`src/verilog/tsr_pkg.sv`:
```
// Constants and carrier types of the converter's status and control register bank.
// Assumes one 50 MHz clock and a master that issues one register access at a time.
`default_nettype none

package tsr_pkg;

  // ************************************************************
  // Register offsets
  // ************************************************************
  localparam logic [15:0] OFF_STATUS = 16'h1002;
  localparam logic [15:0] OFF_RELOC_HIGH = 16'h1004;
  localparam logic [15:0] OFF_RELOC_LOW = 16'h1006;
  localparam logic [15:0] OFF_RELOC_EN = 16'h1008;
  localparam logic [15:0] OFF_IRQ_LEVEL = 16'h100a;
  localparam logic [15:0] OFF_IRQ_VECTOR = 16'h100c;
  localparam logic [15:0] OFF_SLOT = 16'h100e;
  localparam logic [15:0] OFF_BCAST_BASE = 16'h1010;
  localparam logic [15:0] OFF_BCAST_CTL = 16'h1012;
  localparam logic [15:0] OFF_MOD_RESET = 16'h1014;
  localparam logic [15:0] OFF_SOFT_CLEAR = 16'h1016;
  localparam logic [15:0] OFF_SOFT_EVRST = 16'h1018;
  localparam logic [15:0] OFF_SOFT_TRIG = 16'h101a;
  localparam logic [15:0] OFF_TRIG_COUNT = 16'h101c;
  localparam logic [15:0] OFF_EVENTS_HELD = 16'h1020;
  localparam logic [15:0] OFF_WARN_LEVEL = 16'h1022;
  localparam logic [15:0] OFF_BLOCK_EVENTS = 16'h1024;
  localparam logic [15:0] OFF_FW_VERSION = 16'h1026;

  // ************************************************************
  // Status field positions
  // ************************************************************
  localparam int ST_DATA_READY = 0;
  localparam int ST_ALMOST = 1;
  localparam int ST_FULL = 2;
  localparam int ST_MODE = 3;
  localparam int ST_HEADER = 4;
  localparam int ST_TERM = 5;
  localparam int ST_ERR0 = 6;
  localparam int ST_BERR = 10;
  localparam int ST_PURGED = 11;
  localparam int ST_RES0 = 12;
  localparam int ST_PAIR = 14;
  localparam int ST_TRGLOST = 15;

  // ************************************************************
  // Reset values and limits
  // ************************************************************
  localparam logic [2:0] RST_IRQ_LEVEL = 3'h0;
  localparam logic [7:0] RST_IRQ_VECTOR = 8'hdd;
  localparam logic [4:0] RST_SLOT = 5'h1f;
  localparam logic [7:0] RST_BCAST_BASE = 8'haa;
  localparam logic [15:0] RST_WARN_LEVEL = 16'h0040;
  localparam logic [7:0] RST_BLOCK_EVENTS = 8'h00;
  localparam logic [15:0] BUF_CAPACITY = 16'h8000;
  localparam logic [15:0] BUF_FULL_MARGIN = 16'h0021;
  localparam logic [15:0] FULL_WORDS = BUF_CAPACITY - BUF_FULL_MARGIN;
  localparam logic [15:0] WARN_MIN = 16'h0001;
  localparam logic [15:0] WARN_MAX = 16'h7fdf;

  // ************************************************************
  // Carrier types
  // ************************************************************
  typedef struct packed {
    logic [15:0] buf_words;
    logic [15:0] events_held;
    logic window_select_mode;
    logic header_en;
    logic pair_mode;
    logic [1:0] resolution_code;
    logic term_soft_sel;
    logic term_soft_on;
  } tsr_acq_t;

  typedef struct packed {
    logic module_reset;
    logic soft_clear;
    logic chip_global_reset;
    logic chip_event_reset;
    logic soft_trigger;
  } tsr_strobe_t;

endpackage

`default_nettype wire

```
`src/verilog/tsr_regs.sv`:
```
// Status and control register bank of the multichannel converter module.
// Assumes acquisition state from same-clock logic; switches arrive as pins.
`default_nettype none

module tsr_regs #(
  parameter int NCHIP = 4,
  parameter logic [7:0] FW_REVISION = 8'h12 // Arbitrary value
) (
  // Clock and reset
  input wire logic sys_clk,
  input wire logic reset,
  // Register access
  input wire logic acc_req,
  input wire logic acc_write,
  input wire logic acc_iack,
  input wire logic [31:0] acc_addr,
  input wire logic [31:0] acc_wdata,
  output logic acc_ack,
  output logic [31:0] acc_rdata,
  // Board switches (pins)
  input wire logic [15:0] rotary_base,
  input wire logic term_switch,
  // Acquisition state
  input wire tsr_pkg::tsr_acq_t acq,
  input wire logic [NCHIP-1:0] chip_error,
  input wire logic bus_fault_event,
  input wire logic trigger_drop_event,
  input wire logic ext_trigger,
  input wire logic chain_active,
  input wire logic chain_all_sent,
  input wire logic chain_end_berr,
  // Control outputs
  output tsr_pkg::tsr_strobe_t strobes,
  output logic irq_req,
  output logic [2:0] irq_level,
  output logic term_enable,
  output logic [4:0] slot_number,
  output logic [7:0] bcast_base,
  output logic [1:0] bcast_ctl,
  output logic [15:0] buffer_warn_level,
  output logic [7:0] block_event_count
);

  // ************************************************************
  // Synchronisers for board switches
  // ************************************************************
  logic [15:0] rot_meta_ff;
  logic [15:0] rot_ff;
  logic term_meta_ff;
  logic term_ff;

  always_ff @(posedge sys_clk) begin
    rot_meta_ff <= rotary_base;
    rot_ff <= rot_meta_ff;
    term_meta_ff <= term_switch;
    term_ff <= term_meta_ff;
  end

  // ************************************************************
  // State
  // ************************************************************
  logic [7:0] reloc_hi_ff;
  logic [7:0] reloc_lo_ff;
  logic reloc_en_ff;
  logic [2:0] irq_level_ff;
  logic [7:0] irq_vector_ff;
  logic [4:0] slot_ff;
  logic [7:0] bcast_ff;
  logic [1:0] bcast_ctl_ff;
  logic [15:0] warn_ff;
  logic [7:0] blt_ff;
  logic [31:0] trig_cnt_ff;
  logic berr_ff;
  logic trglost_ff;
  logic chain_done_ff;
  logic [15:0] status_ff;
  logic ack_ff;
  logic [31:0] rdata_ff;
  tsr_pkg::tsr_strobe_t strobe_ff;
  logic irq_ff;
  logic term_en_ff;

  // Module reset restarts every register except the strobes, the bus answer and the switch synchronisers
  wire logic rst_all = reset | strobe_ff.module_reset;

  // ************************************************************
  // Address decode
  // ************************************************************
  wire logic [15:0] base_sel = reloc_en_ff ? {reloc_hi_ff, reloc_lo_ff} : rot_ff;
  wire logic base_hit = acc_req & ~acc_iack & (acc_addr[31:16] == base_sel);
  wire logic [15:0] off = acc_addr[15:0];
  wire logic wr = base_hit & acc_write;
  wire logic rd = base_hit & ~acc_write;
  wire logic w_reloc_hi = wr & (off == tsr_pkg::OFF_RELOC_HIGH);
  wire logic w_reloc_lo = wr & (off == tsr_pkg::OFF_RELOC_LOW);
  wire logic w_reloc_en = wr & (off == tsr_pkg::OFF_RELOC_EN);
  wire logic w_level = wr & (off == tsr_pkg::OFF_IRQ_LEVEL);
  wire logic w_vector = wr & (off == tsr_pkg::OFF_IRQ_VECTOR);
  wire logic w_slot = wr & (off == tsr_pkg::OFF_SLOT);
  wire logic w_bcast = wr & (off == tsr_pkg::OFF_BCAST_BASE);
  wire logic w_bctl = wr & (off == tsr_pkg::OFF_BCAST_CTL);
  wire logic hit_mod_reset = base_hit & (off == tsr_pkg::OFF_MOD_RESET);
  wire logic w_clear = wr & (off == tsr_pkg::OFF_SOFT_CLEAR);
  wire logic w_evrst = wr & (off == tsr_pkg::OFF_SOFT_EVRST);
  wire logic w_trig = wr & (off == tsr_pkg::OFF_SOFT_TRIG);
  wire logic w_warn = wr & (off == tsr_pkg::OFF_WARN_LEVEL);
  wire logic w_blt = wr & (off == tsr_pkg::OFF_BLOCK_EVENTS);
  wire logic r_status = rd & (off == tsr_pkg::OFF_STATUS);

  // Every printed location answers; unmapped offsets stay silent so the master times out
  wire logic mapped = (off >= tsr_pkg::OFF_STATUS) & (off <= tsr_pkg::OFF_FW_VERSION)
                      & ~off[0] & (off != tsr_pkg::OFF_TRIG_COUNT + 16'h0002);

  // ************************************************************
  // Status word
  // ************************************************************
  wire logic output_data_available = acq.window_select_mode ? (acq.events_held != 16'h0000)
                                             : (acq.buf_words != 16'h0000);
  wire logic almost = acq.buf_words >= warn_ff;
  wire logic full = acq.buf_words >= tsr_pkg::FULL_WORDS;
  wire logic term_on = acq.term_soft_sel ? acq.term_soft_on : term_ff;
  wire logic [3:0] err4 = 4'(chip_error);
  wire logic purged_now = (acq.buf_words == 16'h0000) | chain_done_ff;
  wire logic [15:0] nxt_status = {trglost_ff, acq.pair_mode, acq.resolution_code,
                                  purged_now, berr_ff, err4, term_on, acq.header_en,
                                  acq.window_select_mode, full, almost,
                                  output_data_available};

  // Warn level held inside its legal range
  wire logic [15:0] warn_wr = acc_wdata[15:0];
  wire logic [15:0] nxt_warn = (warn_wr < tsr_pkg::WARN_MIN) ? tsr_pkg::WARN_MIN :
                               (warn_wr > tsr_pkg::WARN_MAX) ? tsr_pkg::WARN_MAX : warn_wr;

  // ************************************************************
  // Read selection
  // ************************************************************
  wire logic [31:0] rd_mux =
    (off == tsr_pkg::OFF_STATUS) ? {16'h0000, status_ff} :
    (off == tsr_pkg::OFF_RELOC_HIGH) ? {24'h000000, reloc_hi_ff} :
    (off == tsr_pkg::OFF_RELOC_LOW) ? {24'h000000, reloc_lo_ff} :
    (off == tsr_pkg::OFF_IRQ_LEVEL) ? {29'h00000000, irq_level_ff} :
    (off == tsr_pkg::OFF_IRQ_VECTOR) ? {24'h000000, irq_vector_ff} :
    (off == tsr_pkg::OFF_SLOT) ? {27'h0000000, slot_ff} :
    (off == tsr_pkg::OFF_BCAST_BASE) ? {24'h000000, bcast_ff} :
    (off == tsr_pkg::OFF_BCAST_CTL) ? {30'h00000000, bcast_ctl_ff} :
    (off == tsr_pkg::OFF_TRIG_COUNT) ? trig_cnt_ff :
    (off == tsr_pkg::OFF_EVENTS_HELD) ? {16'h0000, acq.events_held} :
    (off == tsr_pkg::OFF_WARN_LEVEL) ? {16'h0000, warn_ff} :
    (off == tsr_pkg::OFF_BLOCK_EVENTS) ? {24'h000000, blt_ff} :
    (off == tsr_pkg::OFF_FW_VERSION) ? {24'h000000, FW_REVISION} : 32'h00000000;

  // ************************************************************
  // Bus answer
  // ************************************************************
  always_ff @(posedge sys_clk) begin
    if (reset) begin
      ack_ff <= 1'b0;
      rdata_ff <= 32'h00000000;
    end else begin
      ack_ff <= (base_hit & mapped) | (acc_req & acc_iack & (irq_level_ff != 3'h0));
      if (acc_req & acc_iack) begin
        rdata_ff <= {24'h000000, irq_vector_ff};
      end else if (rd & mapped) begin
        rdata_ff <= rd_mux;
      end else begin
        rdata_ff <= 32'h00000000;
      end
    end
  end

  // ************************************************************
  // Strobes
  // ************************************************************
  // Strobes see only the external reset so a module reset still ends after one cycle
  always_ff @(posedge sys_clk) begin
    if (reset) begin
      strobe_ff <= '0;
    end else begin
      strobe_ff.module_reset <= hit_mod_reset;
      strobe_ff.soft_clear <= w_clear;
      strobe_ff.chip_global_reset <= w_clear;
      strobe_ff.chip_event_reset <= w_evrst;
      strobe_ff.soft_trigger <= w_trig;
    end
  end

  // ************************************************************
  // Configuration registers
  // ************************************************************
  always_ff @(posedge sys_clk) begin
    if (rst_all) begin
      reloc_hi_ff <= 8'h00;
      reloc_lo_ff <= 8'h00;
      reloc_en_ff <= 1'b0;
      irq_level_ff <= tsr_pkg::RST_IRQ_LEVEL;
      irq_vector_ff <= tsr_pkg::RST_IRQ_VECTOR;
      slot_ff <= tsr_pkg::RST_SLOT;
      bcast_ff <= tsr_pkg::RST_BCAST_BASE;
      bcast_ctl_ff <= 2'h0;
      warn_ff <= tsr_pkg::RST_WARN_LEVEL;
      blt_ff <= tsr_pkg::RST_BLOCK_EVENTS;
    end else begin
      if (w_reloc_hi) reloc_hi_ff <= acc_wdata[7:0];
      if (w_reloc_lo) reloc_lo_ff <= acc_wdata[7:0];
      if (w_reloc_en) reloc_en_ff <= acc_wdata[0];
      if (w_level) irq_level_ff <= acc_wdata[2:0];
      if (w_vector) irq_vector_ff <= acc_wdata[7:0];
      if (w_slot) slot_ff <= acc_wdata[4:0];
      if (w_bcast) bcast_ff <= acc_wdata[7:0];
      if (w_bctl) bcast_ctl_ff <= acc_wdata[1:0];
      if (w_warn) warn_ff <= nxt_warn;
      if (w_blt) blt_ff <= acc_wdata[7:0];
    end
  end

  // ************************************************************
  // Sticky flags, counter and status capture
  // ************************************************************
  // Setting wins over a status read in the same cycle so no event is lost
  always_ff @(posedge sys_clk) begin
    if (rst_all) begin
      berr_ff <= 1'b0;
      trglost_ff <= 1'b0;
      chain_done_ff <= 1'b0;
      trig_cnt_ff <= 32'h00000000;
      status_ff <= 16'h0000;
      irq_ff <= 1'b0;
      term_en_ff <= 1'b0;
    end else begin
      berr_ff <= bus_fault_event | (berr_ff & ~r_status);
      trglost_ff <= trigger_drop_event | (trglost_ff & ~r_status);
      chain_done_ff <= (chain_active & chain_all_sent) | (chain_done_ff & ~chain_end_berr);
      if (strobe_ff.soft_clear) begin
        trig_cnt_ff <= 32'h00000000;
      end else if (acq.window_select_mode & (ext_trigger | strobe_ff.soft_trigger)) begin
        trig_cnt_ff <= trig_cnt_ff + 32'h00000001;
      end
      status_ff <= nxt_status;
      irq_ff <= (irq_level_ff != 3'h0) & almost;
      term_en_ff <= term_on;
    end
  end

  // ************************************************************
  // Outputs
  // ************************************************************
  assign acc_ack = ack_ff;
  assign acc_rdata = rdata_ff;
  assign strobes = strobe_ff;
  assign irq_req = irq_ff;
  assign irq_level = irq_level_ff;
  assign term_enable = term_en_ff;
  assign slot_number = slot_ff;
  assign bcast_base = bcast_ff;
  assign bcast_ctl = bcast_ctl_ff;
  assign buffer_warn_level = warn_ff;
  assign block_event_count = blt_ff;
endmodule

`default_nettype wire

```
`config.mk`:
```
export PLATFORM = sky130hd
export DESIGN_NAME = tsr_regs
export DESIGN_NICKNAME = d
export VERILOG_FILES = /design/src/verilog/tsr_pkg.sv /design/src/verilog/tsr_regs.sv
export SDC_FILE = /design/constraint.sdc
export NUM_CORES = 1
export LEC_CHECK = 0
export ABC_AREA = 1
export BUFFER_PORTS_ARGS = -buffer_cell sky130_fd_sc_hd__buf_2
export CORE_UTILIZATION = 45
export CTS_BUF_LIST = sky130_fd_sc_hd__clkbuf_8
export CTS_CLUSTER_SIZE = 16
export DETAILED_ROUTE_END_ITERATION = 8
export GPL_ROUTABILITY_DRIVEN = 0
export PLACE_DENSITY = 0.69
export SLEW_MARGIN = 20
export SYNTH_ARGS = -nofsm -noshare
export SYNTH_HDL_FRONTEND = slang
export SYNTH_SLANG_ARGS = --single-unit
```
`constraint.sdc`:
```
create_clock -name sys_clk -period 5.25 [get_ports sys_clk]
set_input_delay 0.525 -clock sys_clk [delete_from_list [all_inputs] [get_ports sys_clk]]
set_output_delay 0.525 -clock sys_clk [all_outputs]
set_load 0.01 [all_outputs]
```
After elaboration in Yosys (flattened, before gate mapping)
Cells that the tools add are included.
{"block": "totals", "out_inout_bits": 82, "in_bits": 135, "reg_bits": 191}
{"block": "op_classes", "n_eq_ne": 20, "order_cmp": 6, "mux": 20, "reduce_logical": 7, "n_addsub": 1, "bitwise": 45}
{"cell": "equality test 16 x 13 -> 1 bit, second input constant", "count": 18}
{"cell": "2-to-1 mux 16 bit", "count": 13}
{"cell": "adder 32 x 1 -> 32 bit, second input constant", "count": 1}
{"cell": "bitwise AND 1 bit", "count": 32}
{"cell": "2-to-1 mux 32 bit", "count": 1}
{"cell": "nonzero test 16 bit", "count": 2}
{"cell": "2-to-1 mux 8 bit", "count": 3}
{"cell": "equality test 16 bit", "count": 1}
{"cell": ">= comparator 16 x 13 -> 1 bit, second input constant", "count": 1}
{"cell": ">= comparator 16 x 15 -> 1 bit, second input constant", "count": 1}
{"cell": ">= comparator 16 bit", "count": 1}
{"cell": "> comparator 16 x 15 -> 1 bit, second input constant", "count": 1}
{"cell": "<= comparator 16 x 13 -> 1 bit, second input constant", "count": 1}
{"cell": "zero test 16 bit", "count": 1}
{"cell": "less-than comparator 16 x 1 -> 1 bit, second input constant", "count": 1}
{"cell": "!= test 16 x 13 -> 1 bit, second input constant", "count": 1}
{"cell": "OR reduction 11 bit", "count": 1}
{"cell": "OR 1 bit", "count": 7}
{"cell": "NOT 1 bit", "count": 6}
{"cell": "2-to-1 mux 5 bit", "count": 1}
{"cell": "nonzero test 3 bit", "count": 1}
{"cell": "OR reduction 3 bit", "count": 1}
{"cell": "2-to-1 mux 1 bit", "count": 2}
{"cell": "OR reduction 2 bit", "count": 1}

Logic depth before layout (Yosys ltp)
Gate-level depths: netlist (run 1).
{"block": "depth", "ltp_word": 16, "mapped_depth": 18, "depth_no_buf": 16}

Least setup slack after synthesis (run 1)
Ideal clock, no wire load.
{"block": "synth_path", "path_type": "input to register", "startpoint": "input acc_addr[11]", "endpoint": "register rdata_ff[21] (netlist: acc_rdata[21])", "arrival_time_ns": 2.099, "n_path_buf": 2, "setup_time_ns": 0.064, "path_stages": 11, "path_slack_ns": 3.087, "path_cell_list": "nor2_1 -> nand2_1 -> nor2_1 -> buf_2 -> o31ai_1 -> a21oi_1 -> nand3_1 -> inv_1 -> nand4_2 -> buf_2 -> nor2_1"}
{"block": "synth_between", "elab_chain_cells": 7, "word_cells_on_any_way": 19}
{"item": "start: declaration", "line_no": "tsr_regs.sv:16", "text": "input wire logic [31:0] acc_addr,"}
{"item": ">= comparator 16 x 13 -> 1 bit or <= comparator 16 x 13 -> 1 bit (tied branches)", "line_no": "tsr_regs.sv:111", "text": "wire logic mapped = (off >= tsr_pkg::OFF_STATUS) & (off <= tsr_pkg::OFF_FW_VERSION)"}
{"item": "bitwise AND 1 bit", "line_no": "tsr_regs.sv:111"}
{"item": "bitwise AND 1 bit (2 in a row)", "line_no": "tsr_regs.sv:112", "text": "& ~off[0] & (off != tsr_pkg::OFF_TRIG_COUNT + 16'h0002);"}
{"item": "bitwise AND 1 bit", "line_no": "tsr_regs.sv:163", "text": "end else if (rd & mapped) begin"}
{"item": "NOT 1 bit (no line)"}
{"item": "OR reduction 11 bit (no line)"}
{"item": "end signal: assignment", "line_no": "tsr_regs.sv:162", "text": "rdata_ff <= {24'h000000, irq_vector_ff};"}
{"item": "end signal: assignment", "line_no": "tsr_regs.sv:164", "text": "rdata_ff <= rd_mux;"}
{"item": "end: declaration", "line_no": "tsr_regs.sv:78", "text": "logic [31:0] rdata_ff;"}
Several ways; a longest one is shown, not always the timed one.
A chain may end at the register's enable or synchronous reset.

Final worst setup path (run 1)
{"block": "layout_path", "startpoint": "register reloc_en_ff", "endpoint": "register reloc_lo_ff[6]"}
{"block": "layout_between", "elab_chain_cells": 5}
{"item": "start: declaration", "line_no": "tsr_regs.sv:64", "text": "logic reloc_en_ff;"}
{"item": "start signal: assignment", "line_no": "tsr_regs.sv:205", "text": "if (w_reloc_en) reloc_en_ff <= acc_wdata[0];"}
{"item": "2-to-1 mux 16 bit", "line_no": "tsr_regs.sv:89", "text": "wire logic [15:0] base_sel = reloc_en_ff ? {reloc_hi_ff, reloc_lo_ff} : rot_ff;"}
{"item": "equality test 16 bit", "line_no": "tsr_regs.sv:90", "text": "wire logic base_hit = acc_req & ~acc_iack & (acc_addr[31:16] == base_sel);"}
{"item": "bitwise AND 1 bit", "line_no": "tsr_regs.sv:90"}
{"item": "bitwise AND 1 bit", "line_no": "tsr_regs.sv:92", "text": "wire logic wr = base_hit & acc_write;"}
{"item": "bitwise AND 1 bit", "line_no": "tsr_regs.sv:95", "text": "wire logic w_reloc_lo = wr & (off == tsr_pkg::OFF_RELOC_LOW);"}
{"item": "end signal: assignment", "line_no": "tsr_regs.sv:204", "text": "if (w_reloc_lo) reloc_lo_ff <= acc_wdata[7:0];"}
{"item": "end: declaration", "line_no": "tsr_regs.sv:63", "text": "logic [7:0] reloc_lo_ff;"}
No other way between the ends.

==> flow_metrics.env, run 1 <==
export IMPL_grt_pass1_wl_mm=41.7
export IMPL_status="finished clean"
export IMPL_start_kind="register"
export IMPL_layout_drive_gt1_share_pct=19.2
export IMPL_cts_sinks=190
export IMPL_die_h_um=143
export IMPL_dieArea_um2=20300
export IMPL_switching_share_pct=26.5
export IMPL_clock_latency_ns=0.48
export IMPL_std_cell_rows=51
export IMPL_fin_crit_ns=3.33
export IMPL_final_max_slew_viol_count=0
export IMPL_final_nets=1563
export IMPL_p_int_w=0.00194
export IMPL_hold_buffers=0
export IMPL_fin_crit_sh_pct=63.5
export IMPL_cp_top_family="simple AND/OR/NAND/NOR gates"
export IMPL_setup_viol=0
export IMPL_syn_num_nets=1374
export IMPL_ys_ff_latch=190
export IMPL_hold_viol=0
export IMPL_grt_use_total_pct=26.9
export IMPL_die_w_um=143
export IMPL_cp_cell_sequence="inv_2 -> nand2_1 -> o21ai_1 -> xnor2_1 -> nand3_1 -> nor2_1 -> nand3_1 -> nor2_4 -> inv_4 -> nor2_2 -> inv_1 -> o21ai_0 -> a21oi_1"
export IMPL_worstPathMaxFanout=24
export IMPL_hp_class="input pin to register"
export IMPL_power_density_nw_per_um2=252
export IMPL_cts_tree="yes"
export IMPL_cts_clk_slew_worst_paths_ns=0.10
export IMPL_p_total_w=0.00264
export IMPL_yosysWarnings=0
export IMPL_rsz0062_at_grt="no"
export IMPL_coreArea_um2=19400
export IMPL_max_freq_mhz=300
export IMPL_timing_slew_headroom_pct=36.0
export IMPL_cap_violations=0
export IMPL_pwr_share_clk_pct=37.1
export IMPL_worstPathRequired_ns=5.62
export IMPL_cts_htree_levels=4
export IMPL_gr_total_overflow=0
export IMPL_syn_inst=1222
export IMPL_drc=0
export IMPL_antenna_found_initial=6
export IMPL_cts_made_buffers=17
export IMPL_via_per_inst=5.24
export IMPL_critPathBufInv=3
export IMPL_design_area_um2=10500
export IMPL_yosysSeqAreaShare_pct=42.8
export IMPL_pin_count=217
export IMPL_grt_max_degree=59
export IMPL_ant_nets=0
export IMPL_ys_flop_type="dfxtp_1"
export IMPL_syn_area_per_cell_um2=7.27
export IMPL_start_util_pct=45.8
export IMPL_synth_async_sr_flop_share_pct=0
export IMPL_fill_cells=1961
export IMPL_dp_hpwl_mm=21.0
export IMPL_grt_pass1_vias=8101
export IMPL_root_buffer="clkbuf_8"
export IMPL_place_area_um2=10100
export IMPL_criticalPathCategory="register to register"
export IMPL_crit_top_cell="nand3_1"
export IMPL_share_seq_of_total_power_pct=55.8
export IMPL_drt_iter0_drc=736
export IMPL_finClkSkew_ns=0.0112
export IMPL_drt_wl_total_mm=26.8
export IMPL_switchingPower_w=0.000701
export IMPL_arrival_ns=3.71
export IMPL_fin_tns_setup_ns=0
export IMPL_cp_slowest_stage_delay_ns=0.82
export IMPL_cts_resized=0
export IMPL_synth_edf_count=0
export IMPL_vdd_ir_drop_max_mv=0.160
export IMPL_worst_slew_pin_transition_ns=0.959
export IMPL_end_kind="register"
export IMPL_first_pass_iters=6
export IMPL_avgRoutedWirePerCell_um=15.8
export IMPL_hold_worst_slack_ns=0.134
export IMPL_post_route_util_pct=54.1
export IMPL_areaGrowthSynthToFinish_pct=18.1
export IMPL_ys_types=48
export IMPL_cts_path_max_buffers=2
export IMPL_port_buffers=200
export IMPL_power_frac_comb_pct=7.1
export IMPL_crit_path_top_delay_cell="dfxtp_1"
export IMPL_p_leak_nw=4.75
export IMPL_cts_setup_buffers=0
export IMPL_synth_area_um2=8890
export IMPL_vias=8883
[worst reg2reg max path, cell delays in order (launching register included)]
cell and delay [ns]:
dfxtp_1 0.82, inv_2 0.29, nand2_1 0.14, o21ai_1 0.09, xnor2_1 0.28, nand3_1 0.11
nor2_1 0.10, nand3_1 0.22, nor2_4 0.24, inv_4 0.13, nor2_2 0.37, inv_1 0.18
o21ai_0 0.21, a21oi_1 0.06
[area by class of cell]
cell class / instances / area, um^2 / area share, %
inverter: 169 / 637 / 6.07
sequential: 190 / 3800 / 36.2
timing repair buffer: 203 / 1020 / 9.75
tap: 265 / 332 / 3.16
clock inverter: 14 / 154 / 1.47
antenna: 5 / 12.5 / 0.119
clock buffer: 18 / 248 / 2.36
multi-input combinational: 830 / 4290 / 40.8
[cell usage in the layout, fill, tap and decap left out, types with 4 or more instances in the layout]
cell and instances:
or2_2 11, xor2_1 15, nor4_1 22, diode_2 5
nand2_1 245, nand3_1 45, a21o_1 5, a211oi_2 4
inv_1 162, a211oi_1 32, o211ai_1 19, nand4_1 34
nor3_1 31, a21oi_1 50, ha_1 17, clkbuf_8 18
o311ai_0 4, nor2_2 5, o21ai_0 62, o21ai_1 4
o211ai_2 6, nor2_1 177, nor3b_1 7, dfxtp_1 190
clkinvlp_4 4, buf_2 200, a22oi_1 8
[layer usage]
metal	part of all wire (%)	vias up	wire length [um]	GRT usage, %
met5	0.060	-	16	0
met4	2.3	2	623	8.55
met3	6.6	50	1770	4.74
met2	47	331	12600	44.5
met1	44	4088	11800	35.4
li1	-	4412	-	-
[power by group through the flow]
stage	Combinational, W	Clock (W)	Sequential [W]
final	0.000187	0.000979	0.00147
after global placement	0.000183	0	0.00151
after global routing	0.000208	0.00105	0.00148
after CTS	0.000186	0.000993	0.00147
after floorplan	0.0000902	0	0.00151
after detailed placement	0.000185	0	0.00151
[state kept, by name, summed over array words and instances (netlist names), 2 cells and up]
| signal | flops |
|---|---|
| slot_number | 5 |
| acc_rdata | 32 |
| bcast_base | 8 |
| rot_meta_ff | 16 |
| reloc_lo_ff | 8 |
| reloc_hi_ff | 8 |
| buffer_warn_level | 16 |
| block_event_count | 8 |
| rot_ff | 16 |
| trig_cnt_ff | 32 |
| bcast_ctl | 2 |
| status_ff | 16 |
| strobes | 4 |
| irq_vector_ff | 8 |
| irq_level | 3 |
[synth_stat cells (all sizes together), types with 3 or more instances]
cell    number  area share, %
nand2      246             10
dfxtp      190             43
nor2       187            8.7
inv        166            7.0
o21ai       66            3.7
a21oi       50            2.8
nand3       45            2.5
a211oi      36            3.3
nand4       35            2.5
nor3        32            1.9
o211ai      25            2.5
nor4        22            1.5
clkbuf      18           0.76
ha          17            2.4
buf         15            1.0
xor2        15            1.5
or2         11           0.77
a22oi        8           0.68
nor3b        7           0.59
a21o         5           0.42
o311ai       4           0.39
a31oi        3           0.21
clkinv       3           0.13
xnor2        3           0.30
[final timing paths]
path / start / endpoint / slack (ns) / cells past startpoint
setup / recovery: reloc_en_ff / reloc_lo_ff[6] / 1.92 / 13
hold / removal: rotary_base[2] / rot_meta_ff[2] / 0.13 / 1
hold reg to reg: rot_meta_ff[3] / rot_ff[3] / 0.34 / 0
setup reg to reg: reloc_en_ff / reloc_lo_ff[6] / 1.92 / 13
[cells by family (layout without fill, tap and decap cells)]
family / after synthesis / in the layout / synth area share, %
fa+ha+maj: 17 / 17 / 2.39
compound gates: 205 / 205 / 14.7
simple gates: 590 / 590 / 29.4
other cells: 0 / 5 / 0
flops: 190 / 190 / 42.8
buf+inv: 202 / 404 / 8.97
xor+xnor: 18 / 18 / 1.77
[through the flow]
| stage | instances | setup slack (ns) |
|---|---|---|
| global route | 1691 | 1.59 |
| finish | 1694 | 1.92 |
| global placement | 1657 | 1.77 |
| CTS | 1689 | 1.97 |
| floorplan | 1222 | 3.09 |
| detailed placement | 1657 | 1.65 |
Power figures use the tool's default switching activity.
==> run 2: changes to the inputs <==
--- a/config.mk
+++ b/config.mk
@@ -5,14 +5,14 @@
 export SDC_FILE = /design/constraint.sdc
 export NUM_CORES = 1
 export LEC_CHECK = 0
-export ABC_AREA = 1
+export ABC_AREA = 0
 export BUFFER_PORTS_ARGS = -buffer_cell sky130_fd_sc_hd__buf_2
 export CORE_UTILIZATION = 45
 export CTS_BUF_LIST = sky130_fd_sc_hd__clkbuf_8
 export CTS_CLUSTER_SIZE = 16
 export DETAILED_ROUTE_END_ITERATION = 8
 export GPL_ROUTABILITY_DRIVEN = 0
-export PLACE_DENSITY = 0.69
+export PLACE_DENSITY = 0.7
 export SLEW_MARGIN = 20
 export SYNTH_ARGS = -nofsm -noshare
 export SYNTH_HDL_FRONTEND = slang
==> constraint.sdc (replaced) <==
create_clock -name sys_clk -period 3.3 [get_ports sys_clk]
set_input_delay 0.33 -clock sys_clk [delete_from_list [all_inputs] [get_ports sys_clk]]
set_output_delay 0.33 -clock sys_clk [all_outputs]
set_load 0.01 [all_outputs]
==> run 2 against run 1 <==
Compared with the run above:
- sequential power increased by 59%
- synthesized area decreased by 7.2%
- flip-flop and latch count unchanged
- clock power up 69%
- highest routed layer is now met4
==> flow_metrics.env, run 2 <==
export IMPL_pin_count=217
export IMPL_std_cell_rows=49
export IMPL_hold_path_depth=2
export IMPL_cts_sinks=190
export IMPL_p_int_w=0.00324
export IMPL_syn_area_per_cell_um2=8.93
export IMPL_place_worst_setup_slack_ns=0.501
export IMPL_final_max_slew_viol_count=0
export IMPL_switchingPower_w=0.00106
export IMPL_reg2reg_depth=8
export IMPL_r2r_start="reloc_en_ff"
export IMPL_via_per_inst=5.62
export IMPL_power_frac_comb_pct=7.0
export IMPL_fin_tns_setup_ns=0
export IMPL_cts_clk_slew_worst_paths_ns=0.10
export IMPL_cts_made_buffers=17
export IMPL_synth_edf_count=0
export IMPL_dieArea_um2=18900
export IMPL_rsz0062_at_grt="no"
export IMPL_vdd_ir_drop_max_mv=0.412
export IMPL_netlist_top_cells_count="190 x dfxtp_1, 108 x nor2_1, 89 x nand2_1, 53 x mux2i_1, 40 x clkbuf_1"
export IMPL_grt_pass1_vias=7252
export IMPL_port_buffers=200
export IMPL_yosysSeqAreaShare_pct=46.1
export IMPL_ant_nets=0
export IMPL_coreArea_um2=18000
export IMPL_cts_tree="yes"
export IMPL_end_kind="register"
export IMPL_synth_area_um2=8250
export IMPL_antenna_cells=0
export IMPL_syn_inst=924
export IMPL_hold_end="status_ff[13]"
export IMPL_fill_cells=1618
export IMPL_switching_share_pct=24.6
export IMPL_grt_max_degree=67
export IMPL_p_leak_nw=4.25
export IMPL_avgRoutedWirePerCell_um=17.6
export IMPL_syn_num_nets=1076
export IMPL_drc=0
export IMPL_die_w_um=137
export IMPL_yosysTopAreaCell="dfxtp_1"
export IMPL_r2r_end="slot_number[4]"
export IMPL_place_area_um2=9530
export IMPL_share_seq_of_total_power_pct=54.5
export IMPL_layout_drive_gt1_share_pct=24.0
export IMPL_die_h_um=137
export IMPL_max_freq_mhz=367
export IMPL_timing_slew_headroom_pct=46.2
export IMPL_hp_class="input pin to register"
export IMPL_start_util_pct=45.9
export IMPL_hold_viol=0
export IMPL_setup_slack_ns=0.576
export IMPL_final_nets=1287
export IMPL_drt_iter0_drc=635
export IMPL_cts_path_max_buffers=2
export IMPL_multi_input_area_um2=4110
export IMPL_antenna_found_initial=0
export IMPL_cts_setup_buffers=0
export IMPL_grt_use_total_pct=26.5
export IMPL_netlist_top_cells_area="dfxtp_1 46%, mux2i_1 6.4%, nor2_1 4.9%"
export IMPL_first_pass_iters=9
export IMPL_finClkSkew_ns=0.0107
export IMPL_hold_start="acq[3]"
export IMPL_post_route_util_pct=56.4
export IMPL_dp_hpwl_mm=18.2
export IMPL_fin_crit_ns=2.72
export IMPL_design_area_um2=10100
export IMPL_worst_slew_pin_transition_ns=0.796
export IMPL_yosysWarnings=0
export IMPL_mostFrequentLayoutCells="200 x buf_2, 190 x dfxtp_1, 107 x nor2_1"
export IMPL_pwr_share_clk_pct=38.4
export IMPL_cap_violations=0
export IMPL_worstPathMaxFanout=13
export IMPL_cts_htree_levels=4
export IMPL_ys_ff_latch=190
export IMPL_layout_commonest_cell="buf_2"
export IMPL_drt_wl_total_mm=24.2
export IMPL_arrival_ns=3.08
export IMPL_ys_flop_type="dfxtp_1"
export IMPL_vias=7733
export IMPL_worstPathRequired_ns=3.66
export IMPL_fin_crit_sh_pct=82.5
export IMPL_yosysMostFrequentCell="dfxtp_1"
export IMPL_root_buffer="clkbuf_8"
export IMPL_start_kind="register"
export IMPL_setup_viol=0
export IMPL_status="finished clean"
export IMPL_grt_pass1_wl_mm=37.8
export IMPL_synth_async_sr_flop_share_pct=0
export IMPL_areaGrowthSynthToFinish_pct=22.8
export IMPL_gr_total_overflow=0
export IMPL_clock_latency_ns=0.47
export IMPL_power_density_nw_per_um2=424
export IMPL_synth_top_cell_area_share_pct=46.1
export IMPL_ys_types=61
export IMPL_regToRegSetupSlack_ns=0.58
export IMPL_seqCellArea_um2=3800
export IMPL_criticalPathCategory="register to register"
==> run 2: final cells by class <==
class                           count  area share [%]
Clock buffer                       18            2.45
Tap cell                          229            2.83
Inverter                           29            1.07
Sequential cell                   190            37.5
Multi-Input combinational cell    652            40.6
Timing Repair Buffer              245            13.8
Clock inverter                     14            1.78
==> run 2: repair_timing <==
item	4_1_cts	5_1_grt
endpoints found under the hold margin	17	0
setup endpoints to repair	0	0
hold buffers	17	0
gates resized for setup	0	0
==> run 2: per-stage QoR <==
step           cells  hold slack (ns)  power [W]
2_1_floorplan    924            0.310    0.00254
3_3_place_gp    1328            0.310    0.00267
3_5_place_dp    1328            0.312    0.00268
4_1_cts         1377           0.0338    0.00433
5_1_grt         1377           0.0200    0.00445
6_report        1377           0.0567    0.00430
==> run 2: power by group through the flow <==
stage / sequential (W) / combinational, W / clock, W
after floorplan: 0.00239 / 0.000142 / 0
after global placement: 0.00240 / 0.000279 / 0
after detailed placement: 0.00240 / 0.000283 / 0
after CTS: 0.00234 / 0.000300 / 0.00168
after global routing: 0.00235 / 0.000330 / 0.00177
final: 0.00234 / 0.000303 / 0.00165
==> run 2: layer usage <==
metal	GRT usage, %	vias to the layer above	share of wire [%]
li1	-	3689	-
met1	32.3	3616	41
met2	42.0	341	47
met3	6.70	87	7.3
met4	15.7	0	5.3
met5	0	-	0
==> run 2: cells by family after synthesis <==
kind of cell / Yosys count / share of synthesized area, %
buf+inv: 82 / 4.25
compound gates: 156 / 12.5
mux: 53 / 6.43
xor+xnor: 42 / 4.46
flops: 190 / 46.1
fa+ha+maj: 17 / 2.58
simple gates: 384 / 23.6
==> run 2: worst max-delay path by stage <==
stage / slack (ns) / from / cells after the start / end
4_1_cts: 0.60 / reloc_en_ff / 8 / slot_number[4]
2_1_floorplan: 0.94 / reloc_en_ff / 11 / slot_number[2]
3_3_place_gp: 0.59 / reloc_en_ff / 8 / slot_number[4]
6_report: 0.58 / reloc_en_ff / 8 / slot_number[4]
3_5_place_dp: 0.50 / acc_addr[9] / 9 / buffer_warn_level[6]
5_1_grt: 0.35 / trig_cnt_ff[7] / 7 / trig_cnt_ff[24]
==> run 2: worst max-delay path: stages, from the launching register on <==
cell	delay [ns]
dfxtp_1	0.32
buf_4	0.23
mux2i_1	0.24
xnor2_1	0.10
nor4_1	0.41
and3_1	0.41
nand2_4	0.12
or4_4	0.61
mux2i_1	0.15
==> run 3: changes to the inputs <==
--- a/config.mk
+++ b/config.mk
@@ -5,14 +5,14 @@
 export SDC_FILE = /design/constraint.sdc
 export NUM_CORES = 1
 export LEC_CHECK = 0
-export ABC_AREA = 0
+export ABC_AREA = 1
 export BUFFER_PORTS_ARGS = -buffer_cell sky130_fd_sc_hd__buf_2
 export CORE_UTILIZATION = 45
 export CTS_BUF_LIST = sky130_fd_sc_hd__clkbuf_8
 export CTS_CLUSTER_SIZE = 16
 export DETAILED_ROUTE_END_ITERATION = 8
 export GPL_ROUTABILITY_DRIVEN = 0
-export PLACE_DENSITY = 0.7
+export PLACE_DENSITY = 0.72
 export SLEW_MARGIN = 20
 export SYNTH_ARGS = -nofsm -noshare
 export SYNTH_HDL_FRONTEND = slang
==> constraint.sdc (replaced) <==
create_clock -name sys_clk -period 2.5 [get_ports sys_clk]
set_input_delay 0.25 -clock sys_clk [delete_from_list [all_inputs] [get_ports sys_clk]]
set_output_delay 0.25 -clock sys_clk [all_outputs]
set_load 0.01 [all_outputs]
==> run 3 against run 2 <==
Compared with the run above:
- sequential power grew 32%
- design area grew 9.2%
- flip-flop and latch count is the same
- cell count grew 27%
- via count grew 18%
- die area grew 7.6%
- critical path depth grew 3
- fmax grew 19%
- global-route usage is essentially flat
- clock skew grew 0.0023 ns
- highest routed layer is now met5
- sequential share of layout area shrank 3.1 points
==> flow_metrics.env, run 3 (synthesis gave the netlist of run 1 again) <==
export IMPL_status="finished clean"
export IMPL_cts_path_max_buffers=2
export IMPL_port_buffers=200
export IMPL_dp_hpwl_mm=20.9
export IMPL_std_cell_rows=51
export IMPL_dr_wl_met3_mm=1.85
export IMPL_hold_worst_slack_ns=0.0294
export IMPL_crit_path_top_delay_cell="dfxtp_2"
export IMPL_layout_commonest_cell="nand2_1"
export IMPL_fin_cells=1747
export IMPL_cp_slowest_stage_delay_ns=0.38
export IMPL_mostFrequentLayoutCells="245 x nand2_1, 200 x buf_2, 188 x dfxtp_1"
export IMPL_setup_slack_ns=0.218
export IMPL_rsz0062_at_grt="yes"
export IMPL_cts_htree_levels=4
export IMPL_max_freq_mhz=438
export IMPL_finClkSkew_ns=0.0130
export IMPL_cts_clk_slew_worst_paths_ns=0.10
export IMPL_avgRoutedWirePerCell_um=15.5
export IMPL_layout_drive_gt1_share_pct=20.9
export IMPL_fin_crit_sh_pct=91.3
export IMPL_drt_wl_total_mm=27.2
export IMPL_start_kind="register"
export IMPL_hold_viol=0
export IMPL_root_buffer="clkbuf_8"
export IMPL_first_pass_iters=5
export IMPL_timing_slew_headroom_pct=36.1
export IMPL_gr_total_overflow=0
export IMPL_setup_viol=0
export IMPL_ant_nets=0
export IMPL_final_max_slew_viol_count=0
export IMPL_criticalPathCategory="register to register"
export IMPL_vias=9099
export IMPL_clock_latency_ns=0.47
export IMPL_crit_top_cell="nand2_1"
export IMPL_grt_pass1_vias=8256
export IMPL_p_total_w=0.00559
export IMPL_antenna_found_initial=3
export IMPL_start_util_pct=45.8
export IMPL_coreArea_um2=19400
export IMPL_dp_cells=1680
export IMPL_cp_cell_sequence="ha_1 -> inv_1 -> nor3_2 -> nand2_1 -> nor2_2 -> nand4_1 -> or2_2 -> nor3_1 -> nand2_1 -> xor2_1 -> nor2_1"
export IMPL_power_density_nw_per_um2=506
export IMPL_place_worst_setup_slack_ns=0.0303
export IMPL_areaGrowthSynthToFinish_pct=24.5
export IMPL_dieArea_um2=20300
export IMPL_grt_max_degree=59
export IMPL_end_kind="register"
export IMPL_cap_violations=0
export IMPL_grt_pass1_wl_mm=41.4
export IMPL_pin_count=217
export IMPL_p_leak_nw=5.01
export IMPL_die_h_um=143
export IMPL_drt_iter0_drc=680
export IMPL_drc=0
export IMPL_via_per_inst=5.21
export IMPL_met1_length_mm=11.9
export IMPL_worst_slew_pin_transition_ns=0.958
export IMPL_arrival_ns=2.61
export IMPL_vdd_ir_drop_max_mv=0.330
export IMPL_wl_met2_mm=12.5
export IMPL_grt_use_total_pct=26.5
export IMPL_fill_cells=1895
export IMPL_worstPathRequired_ns=2.82
export IMPL_worstPathMaxFanout=5
export IMPL_cts_made_buffers=17
export IMPL_fin_crit_ns=2.28
export IMPL_final_nets=1617
export IMPL_hp_class="input pin to register"
export IMPL_cts_tree="yes"
export IMPL_cts_sinks=190
export IMPL_die_w_um=143
export IMPL_top_layer="met5"
==> run 3: what timing repair did <==
action | in CTS | in global routing
resized for setup | 0 | 19
setup endpoints to repair | 0 | 97
setup buffers | 0 | 1
hold buffers | 30 | 0
hold endpoints to repair | 28 | 0
==> run 3: worst paths after layout <==
kind,start,endpoint,slack (ns),depth (start not counted)
max,trig_cnt_ff[0],trig_cnt_ff[28],0.22,11
min,chip_error[1],status_ff[7],0.03,3
max reg2reg,trig_cnt_ff[0],trig_cnt_ff[28],0.22,11
min reg2reg,rot_meta_ff[7],rot_ff[7],0.34,0
==> run 3: worst max-delay path, delay by kind of cell (launching register included) <==
| kind | cells | cell delay (ns) |
|---|---|---|
| buf+inv | 1 | 0.05 |
| flops | 1 | 0.38 |
| simple gates | 8 | 1.41 |
| fa+ha+maj | 1 | 0.15 |
| xor+xnor | 1 | 0.15 |
==> run 3: cell type report <==
cell class                      count  area (um^2)  area share, %
Multi-Input combinational cell    830         4340           39.2
Timing Repair Buffer              257         1530           13.8
Antenna cell                        4         10.0         0.0905
Clock buffer                       17          234           2.12
Tap cell                          265          332           3.00
Sequential cell                   190         3810           34.4
Clock inverter                     15          171           1.55
Inverter                          169          642           5.80
==> run 3: where the power goes <==
part / switching, W / internal (W)
combinational: 0.000262 / 0.000180
sequential: 0.0000182 / 0.00308
clock: 0.00121 / 0.000842
total: 0.00149 / 0.00410
==> run 3: layer usage <==
layer / vias up / global-route usage [%]
met2: 335 / 43.4
met5: - / 0
met4: 2 / 10.2
met3: 68 / 5.11
met1: 4163 / 34.3
li1: 4531 / -
==> run 3: per-stage QoR <==
step	cell area, um^2	setup TNS (ns)	utilization (%)
6_report	11100	0	57.0
5_1_grt	11000	-0.0583	57.0
4_1_cts	11000	0	56.6
3_5_place_dp	10300	0	52.9
3_3_place_gp	10300	0	52.9
2_1_floorplan	8890	0	-
